`src/include/aed_pkg.sv`:
```
// Shared constants and types for the add / AND execution datapath
package aed_pkg;

   // Data and address widths
   localparam int DATA_W = 8;                  // Data path width
   localparam int BANK_W = 4;                  // Bank number width
   localparam int ADDR_W = BANK_W + DATA_W;    // Full data memory address width
   localparam int INSTR_W = 16;                // Instruction word width

   // Instruction word field positions
   localparam int DEST_BIT = 9;                // Destination select bit
   localparam int BANK_BIT = 8;                // Bank select bit (0 = access bank)
   localparam int OPC6_HI = 15;                // Six-bit opcode field, top
   localparam int OPC6_LO = 10;                // Six-bit opcode field, bottom
   localparam int OPC8_LO = 8;                 // Eight-bit opcode field, bottom

   // Opcode values
   localparam logic [7:0] OPC_ADD_LIT = 8'h0f;    // Upper byte 0000 1111
   localparam logic [7:0] OPC_AND_LIT = 8'h0b;    // Upper byte 0000 1011
   localparam logic [5:0] OPC_ADD_FILE = 6'h09;   // Top six bits 001001
   localparam logic [5:0] OPC_ADD_CARRY = 6'h08;  // Top six bits 001000
   localparam logic [5:0] OPC_AND_FILE = 6'h05;   // Top six bits 000101

   // Destination select encoding; the file register is the default
   localparam logic DEST_WORK = 1'b0;          // Result to working register
   localparam logic DEST_FILE = 1'b1;          // Result back to file register

   // Access bank layout: low half maps to bank 0, high half to top bank
   localparam logic [DATA_W-1:0] ACCESS_SPLIT_DEF = 8'h80;  // First high-half address
   localparam logic [BANK_W-1:0] ACCESS_LOW_BANK = 4'h0;    // Bank of low half
   localparam logic [BANK_W-1:0] ACCESS_HIGH_BANK = 4'hf;   // Bank of high half

   // Reset values
   localparam logic [DATA_W-1:0] WORK_RST = 8'h00;  // Working register after reset
   localparam logic FLAG_RST = 1'b0;                // Each status flag after reset

   // Quarter phases of one instruction cycle
   typedef enum logic [1:0] {
      PH_DECODE,
      PH_READ,
      PH_PROCESS,
      PH_WRITE
   } aed_phase_t;

   // Operations carried by this datapath
   typedef enum logic [2:0] {
      OP_NONE,
      OP_ADD_LIT,
      OP_ADD_FILE,
      OP_ADD_CARRY,
      OP_AND_LIT,
      OP_AND_FILE
   } aed_op_t;

   // Whole state of the datapath
   typedef struct packed {
      aed_phase_t              phase;     // Current quarter phase
      logic                    busy;      // Instruction in flight
      aed_op_t                 op;        // Decoded operation
      logic                    dest;      // Destination select
      logic [ADDR_W-1:0]       addr;      // Resolved data memory address
      logic [DATA_W-1:0]       operand;   // Literal or file operand
      logic [DATA_W-1:0]       result;    // Processed result
      logic                    res_neg;   // Pending negative flag
      logic                    res_ovf;   // Pending overflow flag
      logic                    res_zero;  // Pending zero flag
      logic                    res_dcar;  // Pending digit carry flag
      logic                    res_car;   // Pending carry flag
      logic [DATA_W-1:0]       work;      // Working register
      logic                    neg;       // Negative flag
      logic                    ovf;       // Overflow flag
      logic                    zero;      // Zero flag
      logic                    dcar;      // Digit carry flag
      logic                    car;       // Carry flag
      logic                    rd_en;     // Memory read strobe
      logic                    wr_en;     // Memory write strobe
      logic [DATA_W-1:0]       wr_data;   // Memory write data
      logic                    done;      // Instruction retired pulse
      logic                    unknown;   // Offered word not handled here
   } aed_state_t;

endpackage

```
`src/verilog/aed_datapath.sv`:
```
// Summary of operation
// RULE_01 - Add literal to working register
// RULE_02 - 001001 adds working register to file
// RULE_03 - 001000 adds working, carry and file
// RULE_04 - AND literal into working register
// RULE_05 - 000101 ANDs working register with file
// RULE_06 - Destination 0 writes working register only
// RULE_07 - Destination 1 writes data memory location
// RULE_08 - File register is default destination encoding
// RULE_09 - Bank bit 0 uses fixed access bank
// RULE_10 - Bank bit 1 uses bank select register
// RULE_11 - One cycle: decode, read, process, write
// RULE_12 - Adds set five flags; ANDs set two
module aed_datapath #(
   parameter int ACCESS_SPLIT = 128            // First access address of the high half
) (
   input  wire logic                          SYS_CLK,
   input  wire logic                          RST,
   input  wire logic [aed_pkg::INSTR_W-1:0]   INSTR_WORD,
   input  wire logic                          INSTR_VALID,
   output logic                               INSTR_READY,
   input  wire logic [aed_pkg::BANK_W-1:0]    BANK_SELECT_REGISTER,
   output logic [aed_pkg::ADDR_W-1:0]         MEM_ADDR,
   output logic                               MEM_RD_EN,
   input  wire logic [aed_pkg::DATA_W-1:0]    MEM_RD_DATA,
   output logic                               MEM_WR_EN,
   output logic [aed_pkg::DATA_W-1:0]         MEM_WR_DATA,
   output logic [aed_pkg::DATA_W-1:0]         WORKING_REGISTER,
   output logic                               NEGATIVE_FLAG,
   output logic                               OVERFLOW_FLAG,
   output logic                               ZERO_FLAG,
   output logic                               DIGIT_CARRY_FLAG,
   output logic                               CARRY_FLAG,
   output logic [1:0]                         QUARTER,
   output logic                               INSTR_DONE,
   output logic                               INSTR_UNKNOWN
);
   import aed_pkg::*;

   // Refuse a split that does not fit the eight-bit file address
   if (ACCESS_SPLIT < 0 || ACCESS_SPLIT > 256)
   begin : g_split_check
      $error("ACCESS_SPLIT must lie in 0..256");
   end

   // Low half of access bank is below this address
   localparam logic [DATA_W:0] SPLIT_W = (DATA_W+1)'(ACCESS_SPLIT);

   aed_state_t q_r;    // Registered state
   aed_state_t q_nxt;  // Next state

   // Decode helpers, valid only in the decode quarter
   aed_op_t             dec_op;     // Operation of the offered word
   logic                dec_file;   // Operation reads a file register
   logic [BANK_W-1:0]   dec_bank;   // Bank chosen for the file address
   logic [DATA_W-1:0]   dec_f;      // File address field

   // Instruction word decode
   always_comb
   begin
      dec_f = INSTR_WORD[DATA_W-1:0];
      if (INSTR_WORD[INSTR_W-1:OPC8_LO] == OPC_ADD_LIT)
      begin
         dec_op = OP_ADD_LIT;                                   // [RULE_01]
      end
      else if (INSTR_WORD[INSTR_W-1:OPC8_LO] == OPC_AND_LIT)
      begin
         dec_op = OP_AND_LIT;                                   // [RULE_04]
      end
      else if (INSTR_WORD[OPC6_HI:OPC6_LO] == OPC_ADD_FILE)
      begin
         dec_op = OP_ADD_FILE;                                  // [RULE_02]
      end
      else if (INSTR_WORD[OPC6_HI:OPC6_LO] == OPC_ADD_CARRY)
      begin
         dec_op = OP_ADD_CARRY;                                 // [RULE_03]
      end
      else if (INSTR_WORD[OPC6_HI:OPC6_LO] == OPC_AND_FILE)
      begin
         dec_op = OP_AND_FILE;                                  // [RULE_05]
      end
      else
      begin
         dec_op = OP_NONE;    // Belongs to another unit of the core
      end
      dec_file = (dec_op == OP_ADD_FILE) || (dec_op == OP_ADD_CARRY) ||
                 (dec_op == OP_AND_FILE);
      // Bank bit chooses between access bank and bank select register
      if (INSTR_WORD[BANK_BIT])
      begin
         dec_bank = BANK_SELECT_REGISTER;                       // [RULE_10]
      end
      else if ({1'b0, dec_f} < SPLIT_W)
      begin
         dec_bank = ACCESS_LOW_BANK;                            // [RULE_09]
      end
      else
      begin
         dec_bank = ACCESS_HIGH_BANK;                           // [RULE_09]
      end
   end

   // Quarter sequencer and datapath next state
   always_comb
   begin
      logic [DATA_W:0]   sum;     // Nine-bit sum, top bit is carry
      logic [4:0]        nib;     // Low nibble sum, top bit is digit carry
      logic [DATA_W-1:0] cin;     // Carry in, zero extended
      sum = '0;
      nib = '0;
      cin = '0;
      q_nxt = q_r;
      q_nxt.rd_en = 1'b0;
      q_nxt.wr_en = 1'b0;
      q_nxt.done = 1'b0;
      q_nxt.unknown = 1'b0;
      case (q_r.phase)
         // Decode quarter: free-running, so each instruction takes four clocks
         PH_DECODE:
         begin
            q_nxt.phase = PH_READ;                              // [RULE_11]
            q_nxt.busy = INSTR_VALID && (dec_op != OP_NONE);
            q_nxt.op = INSTR_VALID ? dec_op : OP_NONE;
            q_nxt.unknown = INSTR_VALID && (dec_op == OP_NONE);
            // Literal forms never touch memory, so they target the working register
            q_nxt.dest = dec_file ? INSTR_WORD[DEST_BIT] : DEST_WORK;  // [RULE_08]
            q_nxt.addr = {dec_bank, dec_f};
            q_nxt.operand = dec_f;
            q_nxt.rd_en = INSTR_VALID && dec_file;
         end
         // Read quarter: file operand arrives in the same cycle as the strobe
         PH_READ:
         begin
            q_nxt.phase = PH_PROCESS;                           // [RULE_11]
            if (q_r.busy && q_r.rd_en)
            begin
               q_nxt.operand = MEM_RD_DATA;
            end
         end
         // Process quarter: arithmetic and flag preparation
         PH_PROCESS:
         begin
            q_nxt.phase = PH_WRITE;                             // [RULE_11]
            cin = {{(DATA_W-1){1'b0}}, (q_r.op == OP_ADD_CARRY) & q_r.car};  // [RULE_03]
            sum = {1'b0, q_r.work} + {1'b0, q_r.operand} + {1'b0, cin};
            nib = {1'b0, q_r.work[3:0]} + {1'b0, q_r.operand[3:0]} + {4'h0, cin[0]};
            // Flags that an AND leaves alone keep their values
            q_nxt.res_ovf = q_r.ovf;
            q_nxt.res_car = q_r.car;
            q_nxt.res_dcar = q_r.dcar;
            if ((q_r.op == OP_AND_LIT) || (q_r.op == OP_AND_FILE))
            begin
               q_nxt.result = q_r.work & q_r.operand;           // [RULE_04] [RULE_05]
            end
            else
            begin
               q_nxt.result = sum[DATA_W-1:0];                  // [RULE_01] [RULE_02]
               q_nxt.res_car = sum[DATA_W];                     // [RULE_12]
               q_nxt.res_dcar = nib[4];                         // [RULE_12]
               q_nxt.res_ovf = (q_r.work[7] == q_r.operand[7]) &&
                               (sum[7] != q_r.work[7]);         // [RULE_12]
            end
            q_nxt.res_neg = q_nxt.result[DATA_W-1];             // [RULE_12]
            q_nxt.res_zero = (q_nxt.result == '0);              // [RULE_12]
            // Write strobe and data are set up so they stand for the write quarter
            q_nxt.wr_en = q_r.busy && (q_r.dest == DEST_FILE);  // [RULE_07]
            q_nxt.wr_data = q_nxt.result;
         end
         // Write quarter: commit destination and flags together
         PH_WRITE:
         begin
            q_nxt.phase = PH_DECODE;                            // [RULE_11]
            if (q_r.busy)
            begin
               if (q_r.dest == DEST_WORK)
               begin
                  q_nxt.work = q_r.result;                      // [RULE_06]
               end
               q_nxt.neg = q_r.res_neg;                         // [RULE_12]
               q_nxt.ovf = q_r.res_ovf;
               q_nxt.zero = q_r.res_zero;                       // [RULE_12]
               q_nxt.dcar = q_r.res_dcar;
               q_nxt.car = q_r.res_car;
               q_nxt.done = 1'b1;
            end
            q_nxt.busy = 1'b0;
         end
         default:
         begin
            q_nxt.phase = PH_DECODE;   // Unreachable with a two-bit phase
         end
      endcase
   end

   // State register
   always_ff @(posedge SYS_CLK or posedge RST)
   begin
      if (RST)
      begin
         q_r <= '0;
         q_r.phase <= PH_DECODE;
         q_r.op <= OP_NONE;
         q_r.dest <= DEST_FILE;
         q_r.work <= WORK_RST;
         q_r.neg <= FLAG_RST;
         q_r.ovf <= FLAG_RST;
         q_r.zero <= FLAG_RST;
         q_r.dcar <= FLAG_RST;
         q_r.car <= FLAG_RST;
      end
      else
      begin
         q_r <= q_nxt;
      end
   end

   // Outputs; only the ready handshake is combinational
   assign INSTR_READY = (q_r.phase == PH_DECODE);
   assign MEM_ADDR = q_r.addr;
   assign MEM_RD_EN = q_r.rd_en;
   assign MEM_WR_EN = q_r.wr_en;
   assign MEM_WR_DATA = q_r.wr_data;
   assign WORKING_REGISTER = q_r.work;
   assign NEGATIVE_FLAG = q_r.neg;
   assign OVERFLOW_FLAG = q_r.ovf;
   assign ZERO_FLAG = q_r.zero;
   assign DIGIT_CARRY_FLAG = q_r.dcar;
   assign CARRY_FLAG = q_r.car;
   assign QUARTER = q_r.phase;
   assign INSTR_DONE = q_r.done;
   assign INSTR_UNKNOWN = q_r.unknown;

   // Accept event used by the checks below
   logic take;   // Word taken in the decode quarter
   assign take = INSTR_READY && INSTR_VALID;

   property p_add_lit;
      @(posedge SYS_CLK) disable iff (RST)
      take && (INSTR_WORD[15:8] == OPC_ADD_LIT) |-> ##4
         WORKING_REGISTER == 8'($past(WORKING_REGISTER, 4) + $past(INSTR_WORD[7:0], 4));
   endproperty
   a_add_lit : assert property (p_add_lit)  // [RULE_01]
      else $error("literal add gave wrong working register");

   property p_and_lit;
      @(posedge SYS_CLK) disable iff (RST)
      take && (INSTR_WORD[15:8] == OPC_AND_LIT) |-> ##4
         WORKING_REGISTER == ($past(WORKING_REGISTER, 4) & $past(INSTR_WORD[7:0], 4));
   endproperty
   a_and_lit : assert property (p_and_lit)  // [RULE_04]
      else $error("literal AND gave wrong working register");

   property p_add_file;
      @(posedge SYS_CLK) disable iff (RST)
      take && (INSTR_WORD[15:10] == OPC_ADD_FILE) && INSTR_WORD[9] |-> ##3
         MEM_WR_EN && (MEM_WR_DATA == 8'($past(MEM_RD_DATA, 2) + WORKING_REGISTER));
   endproperty
   a_add_file : assert property (p_add_file)  // [RULE_02]
      else $error("file add wrote wrong sum");

   property p_add_carry;
      @(posedge SYS_CLK) disable iff (RST)
      take && (INSTR_WORD[15:10] == OPC_ADD_CARRY) && !INSTR_WORD[9] |-> ##4
         WORKING_REGISTER == 8'($past(WORKING_REGISTER, 4) + $past(MEM_RD_DATA, 3)
                                + {7'h00, $past(CARRY_FLAG, 4)});
   endproperty
   a_add_carry : assert property (p_add_carry)  // [RULE_03]
      else $error("add with carry gave wrong result");

   property p_and_file;
      @(posedge SYS_CLK) disable iff (RST)
      take && (INSTR_WORD[15:10] == OPC_AND_FILE) && INSTR_WORD[9] |-> ##3
         MEM_WR_EN && (MEM_WR_DATA == ($past(MEM_RD_DATA, 2) & WORKING_REGISTER));
   endproperty
   a_and_file : assert property (p_and_file)  // [RULE_05]
      else $error("file AND wrote wrong value");

   property p_dest_work;
      @(posedge SYS_CLK) disable iff (RST)
      take && (INSTR_WORD[15:12] != 4'h0) && !INSTR_WORD[9] |-> !MEM_WR_EN [*5];
   endproperty
   a_dest_work : assert property (p_dest_work)  // [RULE_06]
      else $error("write strobe with working register destination");

   property p_dest_file;
      @(posedge SYS_CLK) disable iff (RST)
      take && dec_file && INSTR_WORD[9] |-> ##4
         $stable(WORKING_REGISTER) && !MEM_WR_EN;
   endproperty
   a_dest_file : assert property (p_dest_file)  // [RULE_07]
      else $error("file destination disturbed working register");

   property p_access_bank;
      @(posedge SYS_CLK) disable iff (RST)
      take && (dec_op != OP_NONE) && !INSTR_WORD[8] |-> ##1
         MEM_ADDR == {(({1'b0, $past(INSTR_WORD[7:0])} < SPLIT_W) ? ACCESS_LOW_BANK
                       : ACCESS_HIGH_BANK), $past(INSTR_WORD[7:0])};
   endproperty
   a_access_bank : assert property (p_access_bank)  // [RULE_09]
      else $error("access bank address wrong");

   property p_banked;
      @(posedge SYS_CLK) disable iff (RST)
      take && (dec_op != OP_NONE) && INSTR_WORD[8] |-> ##1
         MEM_ADDR == {$past(BANK_SELECT_REGISTER), $past(INSTR_WORD[7:0])};
   endproperty
   a_banked : assert property (p_banked)  // [RULE_10]
      else $error("banked address wrong");

   property p_quarters;
      @(posedge SYS_CLK) disable iff (RST)
      take && (dec_op != OP_NONE) |-> ##1 (QUARTER == 2'd1) ##1 (QUARTER == 2'd2)
         ##1 (QUARTER == 2'd3) && !INSTR_DONE ##1 (QUARTER == 2'd0) && INSTR_DONE;
   endproperty
   a_quarters : assert property (p_quarters)  // [RULE_11]
      else $error("quarter sequence broken");

   property p_and_flags;
      @(posedge SYS_CLK) disable iff (RST)
      take && ((dec_op == OP_AND_LIT) || (dec_op == OP_AND_FILE)) |-> ##4
         (CARRY_FLAG == $past(CARRY_FLAG, 4)) && (OVERFLOW_FLAG == $past(OVERFLOW_FLAG, 4))
         && (DIGIT_CARRY_FLAG == $past(DIGIT_CARRY_FLAG, 4))
         && (($past(INSTR_WORD[9], 4) && ($past(INSTR_WORD[15:8], 4) != OPC_AND_LIT))
             ? ((ZERO_FLAG == ($past(MEM_WR_DATA) == 8'h00))
                && (NEGATIVE_FLAG == $past(MEM_WR_DATA[7])))
             : ((ZERO_FLAG == (WORKING_REGISTER == 8'h00))
                && (NEGATIVE_FLAG == WORKING_REGISTER[7])));
   endproperty
   a_and_flags : assert property (p_and_flags)  // [RULE_12]
      else $error("AND changed an arithmetic flag");

endmodule // aed_datapath
```
`config.mk`:
```
export PLATFORM = sky130hd
export DESIGN_NAME = aed_datapath
export DESIGN_NICKNAME = d
export VERILOG_FILES = /design/src/include/aed_pkg.sv /design/src/verilog/aed_datapath.sv
export SDC_FILE = /design/constraint.sdc
export NUM_CORES = 1
export LEC_CHECK = 0
export BUFFER_PORTS_ARGS = -buffer_cell sky130_fd_sc_hd__buf_2
export CAP_MARGIN = 20
export CELL_PAD_IN_SITES_DETAIL_PLACEMENT = 0
export CELL_PAD_IN_SITES_GLOBAL_PLACEMENT = 1
export CORE_MARGIN = 5
export CORE_UTILIZATION = 44
export CTS_CLUSTER_DIAMETER = 50
export CTS_CLUSTER_SIZE = 28
export DETAILED_ROUTE_END_ITERATION = 16
export PLACE_DENSITY = 0.92
export SYNTH_ARGS = -nofsm -noshare
export SYNTH_HDL_FRONTEND = slang
export SYNTH_SLANG_ARGS = --single-unit
```
`constraint.sdc`:
```
create_clock -name SYS_CLK -period 5.79 [get_ports SYS_CLK]
set_input_delay 0.2895 -clock SYS_CLK [delete_from_list [all_inputs] [get_ports SYS_CLK]]
set_output_delay 0.2895 -clock SYS_CLK [all_outputs]
set_load 0.02 [all_outputs]
```
==> qor.txt <==
Pins Over Slew Limit -> 0
largest net degree at the start of global routing -> 57
n_diodes -> 0
CTS sink cnt -> 56
Inserted Clock Buffers -> 5
Area after DPL -> 0.00319 sq mm
Critical Path RT -> 6030 ps
max cap viols -> 0
maximum VDD drop -> 0.000147 V
vias in the first global route -> 2188
layout cells sized above 1 -> 31.2%
final RePlAce weighted congestion -> 0.839
power density cells -> 270 mW/mm^2
ys flop type -> dfrtp_1
Synth top area share -> 45.8%
clk_lat worst skew -> 310 ps
leakage power -> 0.00172 uW
crit path max-delay cell type -> fa_1
Multi-input gate area -> 0.00128 sq mm
met3 Use GR -> 3.90%
Die W -> 92.6 microns
initial antenna violation count -> 0
met2 Usage GRT -> 24.2%
asr flop ratio synth -> 100%
Cells after DPL -> 404
Initial Util -> 44.7%
row count -> 30
endpoint arrival time on the critical path -> 2720 ps
RSZ-0062 raised after global routing -> no
Max-slew headroom -> 34.3%
Setup crit end kind -> flop
area of the mapped netlist -> 0.00301 sq mm
Die Area -> 0.00858 sq mm
Fin Setup TNS -> 0 ps
f_max -> 404 MHz
CTS tree -> built
CTS clock-pin slew for the worst setup and hold paths -> 100 ps
Post-synth EDFFs -> 0
Setup WS pre-CTS -> 3300 ps
synth unique cells -> 43
#FFs+latches synth -> 56
final cell count without fillers -> 413
# resized after CTS -> 0
critical-path cell list -> inv_1, nand4_1, fa_1, inv_1, fa_1, nand4b_1, o41ai_1, o311ai_0, a211oi_1, a32o_1
Area contributors post-synth -> dfrtp_1 46%, buf_4 8.0%, mux2_2 6.7%, ha_1 5.0%, a21oi_1 3.7%
wire length of the first global-routing pass -> 10.2 mm
Worst setup SP type -> flop
Syn. warnings -> 0
hold_buf cts -> 0
post-CTS setup buffer count -> 0
cells after synthesis -> 292
final hold vios -> 0
H-tree depth -> 2
Remaining DRCs -> 0
CP peak stage delay -> 420 ps
outcome -> completed
Tot GR Track Use -> 14.8%
Worst Max-Slew Pin Slew -> 985 ps
DP Wirelength -> 4.71 mm
IO Count -> 71
DRT iter0 DRCs -> 86
fillers -> 623
Clock Path Buffers -> 2
Nets -> 377
min cycle time layout -> 2480 ps
WL final -> 6.08 mm
Placeable Area -> 0.00672 sq mm
post-route design area -> 0.00332 sq mm
chip height -> 92.6 microns
DR vias/cell -> 5.26
fin worst setup slack -> 3310 ps
Post-Synthesis Net Count -> 337
Yosys top cell by area -> dfrtp_1
register area share after synthesis -> 46.7%
grt total ovfl -> 0
register area -> 0.00140 sq mm
Root Driver -> clkbuf_8
critical path class -> reg2reg
final setup violation count -> 0
HP Class -> in2async
CP delay by family, top -> adder cells
number of I/O port buffers -> 70
WL/cell -> 14.7 microns
Tcrit/Tclk final -> 42.8%
met1 usage -> 19.4%
antenna-violating nets left -> 0
busiest grt layer -> met2
Critical Path Fanout Max -> 3
Layout Skew -> 7.31 ps
DR vias -> 2171
drt first pass iters -> 4
area grow syn2layout -> 10.4%
worst path bufs/invs -> 2
Mean Syn Cell Area -> 10.3 sq um
## area by class of cell
class,instances,share of cell area (%)
flip-flops and latches,56,42.3
clock inverters,3,1.43
well taps,80,3.02
multi-input cells,183,38.6
inverters,14,1.58
repair buffers,72,11.0
clock buffers,5,2.07
## metal layers
layer,vias to the layer above,share of wire (%),wire length [microns]
li1,1072,-,-
met1,1014,45,2720
met2,73,46,2780
met3,12,7.9,479
met4,0,1.8,107
met5,-,0,0
## flip-flops by register name, summed over array words and instances (netlist names)
signal and cells:
q_r 18, MEM_ADDR 12, WORKING_REGISTER 8, MEM_WR_DATA 7
QUARTER 2, CARRY_FLAG 1, DIGIT_CARRY_FLAG 1, INSTR_DONE 1
INSTR_UNKNOWN 1, MEM_RD_EN 1, MEM_WR_EN 1, NEGATIVE_FLAG 1
OVERFLOW_FLAG 1, ZERO_FLAG 1
## synth_stat cells (2+ instances only)
cell / number
dfrtp_1: 55
buf_4: 32
nand2_1: 23
nor2_1: 23
a21oi_1: 22
mux2_2: 18
inv_1: 13
ha_1: 12
o21ai_0: 9
mux2i_1: 8
mux2_1: 7
o21ai_1: 7
a31oi_1: 5
clkbuf_1: 4
nand3_1: 4
nor2b_1: 4
and3_1: 3
buf_2: 3
nand2b_1: 3
o21a_1: 3
o22ai_1: 3
xor2_1: 3
a211oi_1: 2
fa_1: 2
nand4_1: 2
nor3_1: 2
o311ai_0: 2
o41ai_1: 2
or3_1: 2
## worst reg2reg max path, stage by stage (launching register included)
cell and delay [ps]:
dfrtp_1 400, inv_1 100, nand4_1 140, fa_1 410
inv_1 80, fa_1 420, nand4b_1 180, o41ai_1 90
o311ai_0 190, a211oi_1 210, a32o_1 200
## placed cells by master (no fill, tap or decap), types with 5 or more instances in the layout
cell      Yosys  routed
a21oi_1      22      22
mux2i_1       8       8
mux2_2       18      18
inv_1        13      12
nand2_1      23      23
dfrtp_1      55      55
buf_2         3      70
mux2_1        7       7
nor2_1       23      23
o21ai_1       7       7
ha_1         12      12
a31oi_1       5       5
o21ai_0       9       9
clkbuf_8      0       5
## through the flow
step / power (uW) / hold slack (ps) / utilization [%]
CTS: 905 / 182 / 49.3
global route: 945 / 205 / 49.4
detailed placement: 648 / 487 / 47.5
floorplan: 616 / 398 / -
finish: 897 / 150 / 49.4
global placement: 643 / 472 / 47.5
## where the power goes
part | switching, uW | total [uW] | internal, uW | leakage, uW
Sequential | 25.5 | 450 | 425 | 0.000702
Combinational | 112 | 189 | 76.7 | 0.000958
Clock | 127 | 258 | 130 | 0.0000583
Total | 265 | 897 | 632 | 0.00172
## cells by family after synthesis
kind of cell               Yosys count  synth area share [%]
and+or+nand+nor                     70                  10.7
AOI/OAI and AO/OA                   62                  12.4
DFF                                 56                  46.7
buffers and inverters               53                  10.7
muxes                               33                  12.0
adders and majority gates           14                  6.33
xor gates and xnor gates             4                  1.17
## path summary, 6_finish.rpt
| check | startpoint | slack, ps | cells after the start | end |
|---|---|---|---|---|
| max reg2reg | q_r[61] | 3310 | 10 | q_r[27] |
| min | RST | 150 | 3 | NEGATIVE_FLAG |
| min in group SYS_CLK | INSTR_WORD[6] | 220 | 2 | MEM_ADDR[6] |
| min reg2reg | q_r[58] | 500 | 2 | q_r[58] |
| max | q_r[61] | 3310 | 10 | q_r[27] |
| max in group asynchronous | RST | 5180 | 3 | MEM_ADDR[11] |
Note: power is estimated with default switching activity, not from simulation.
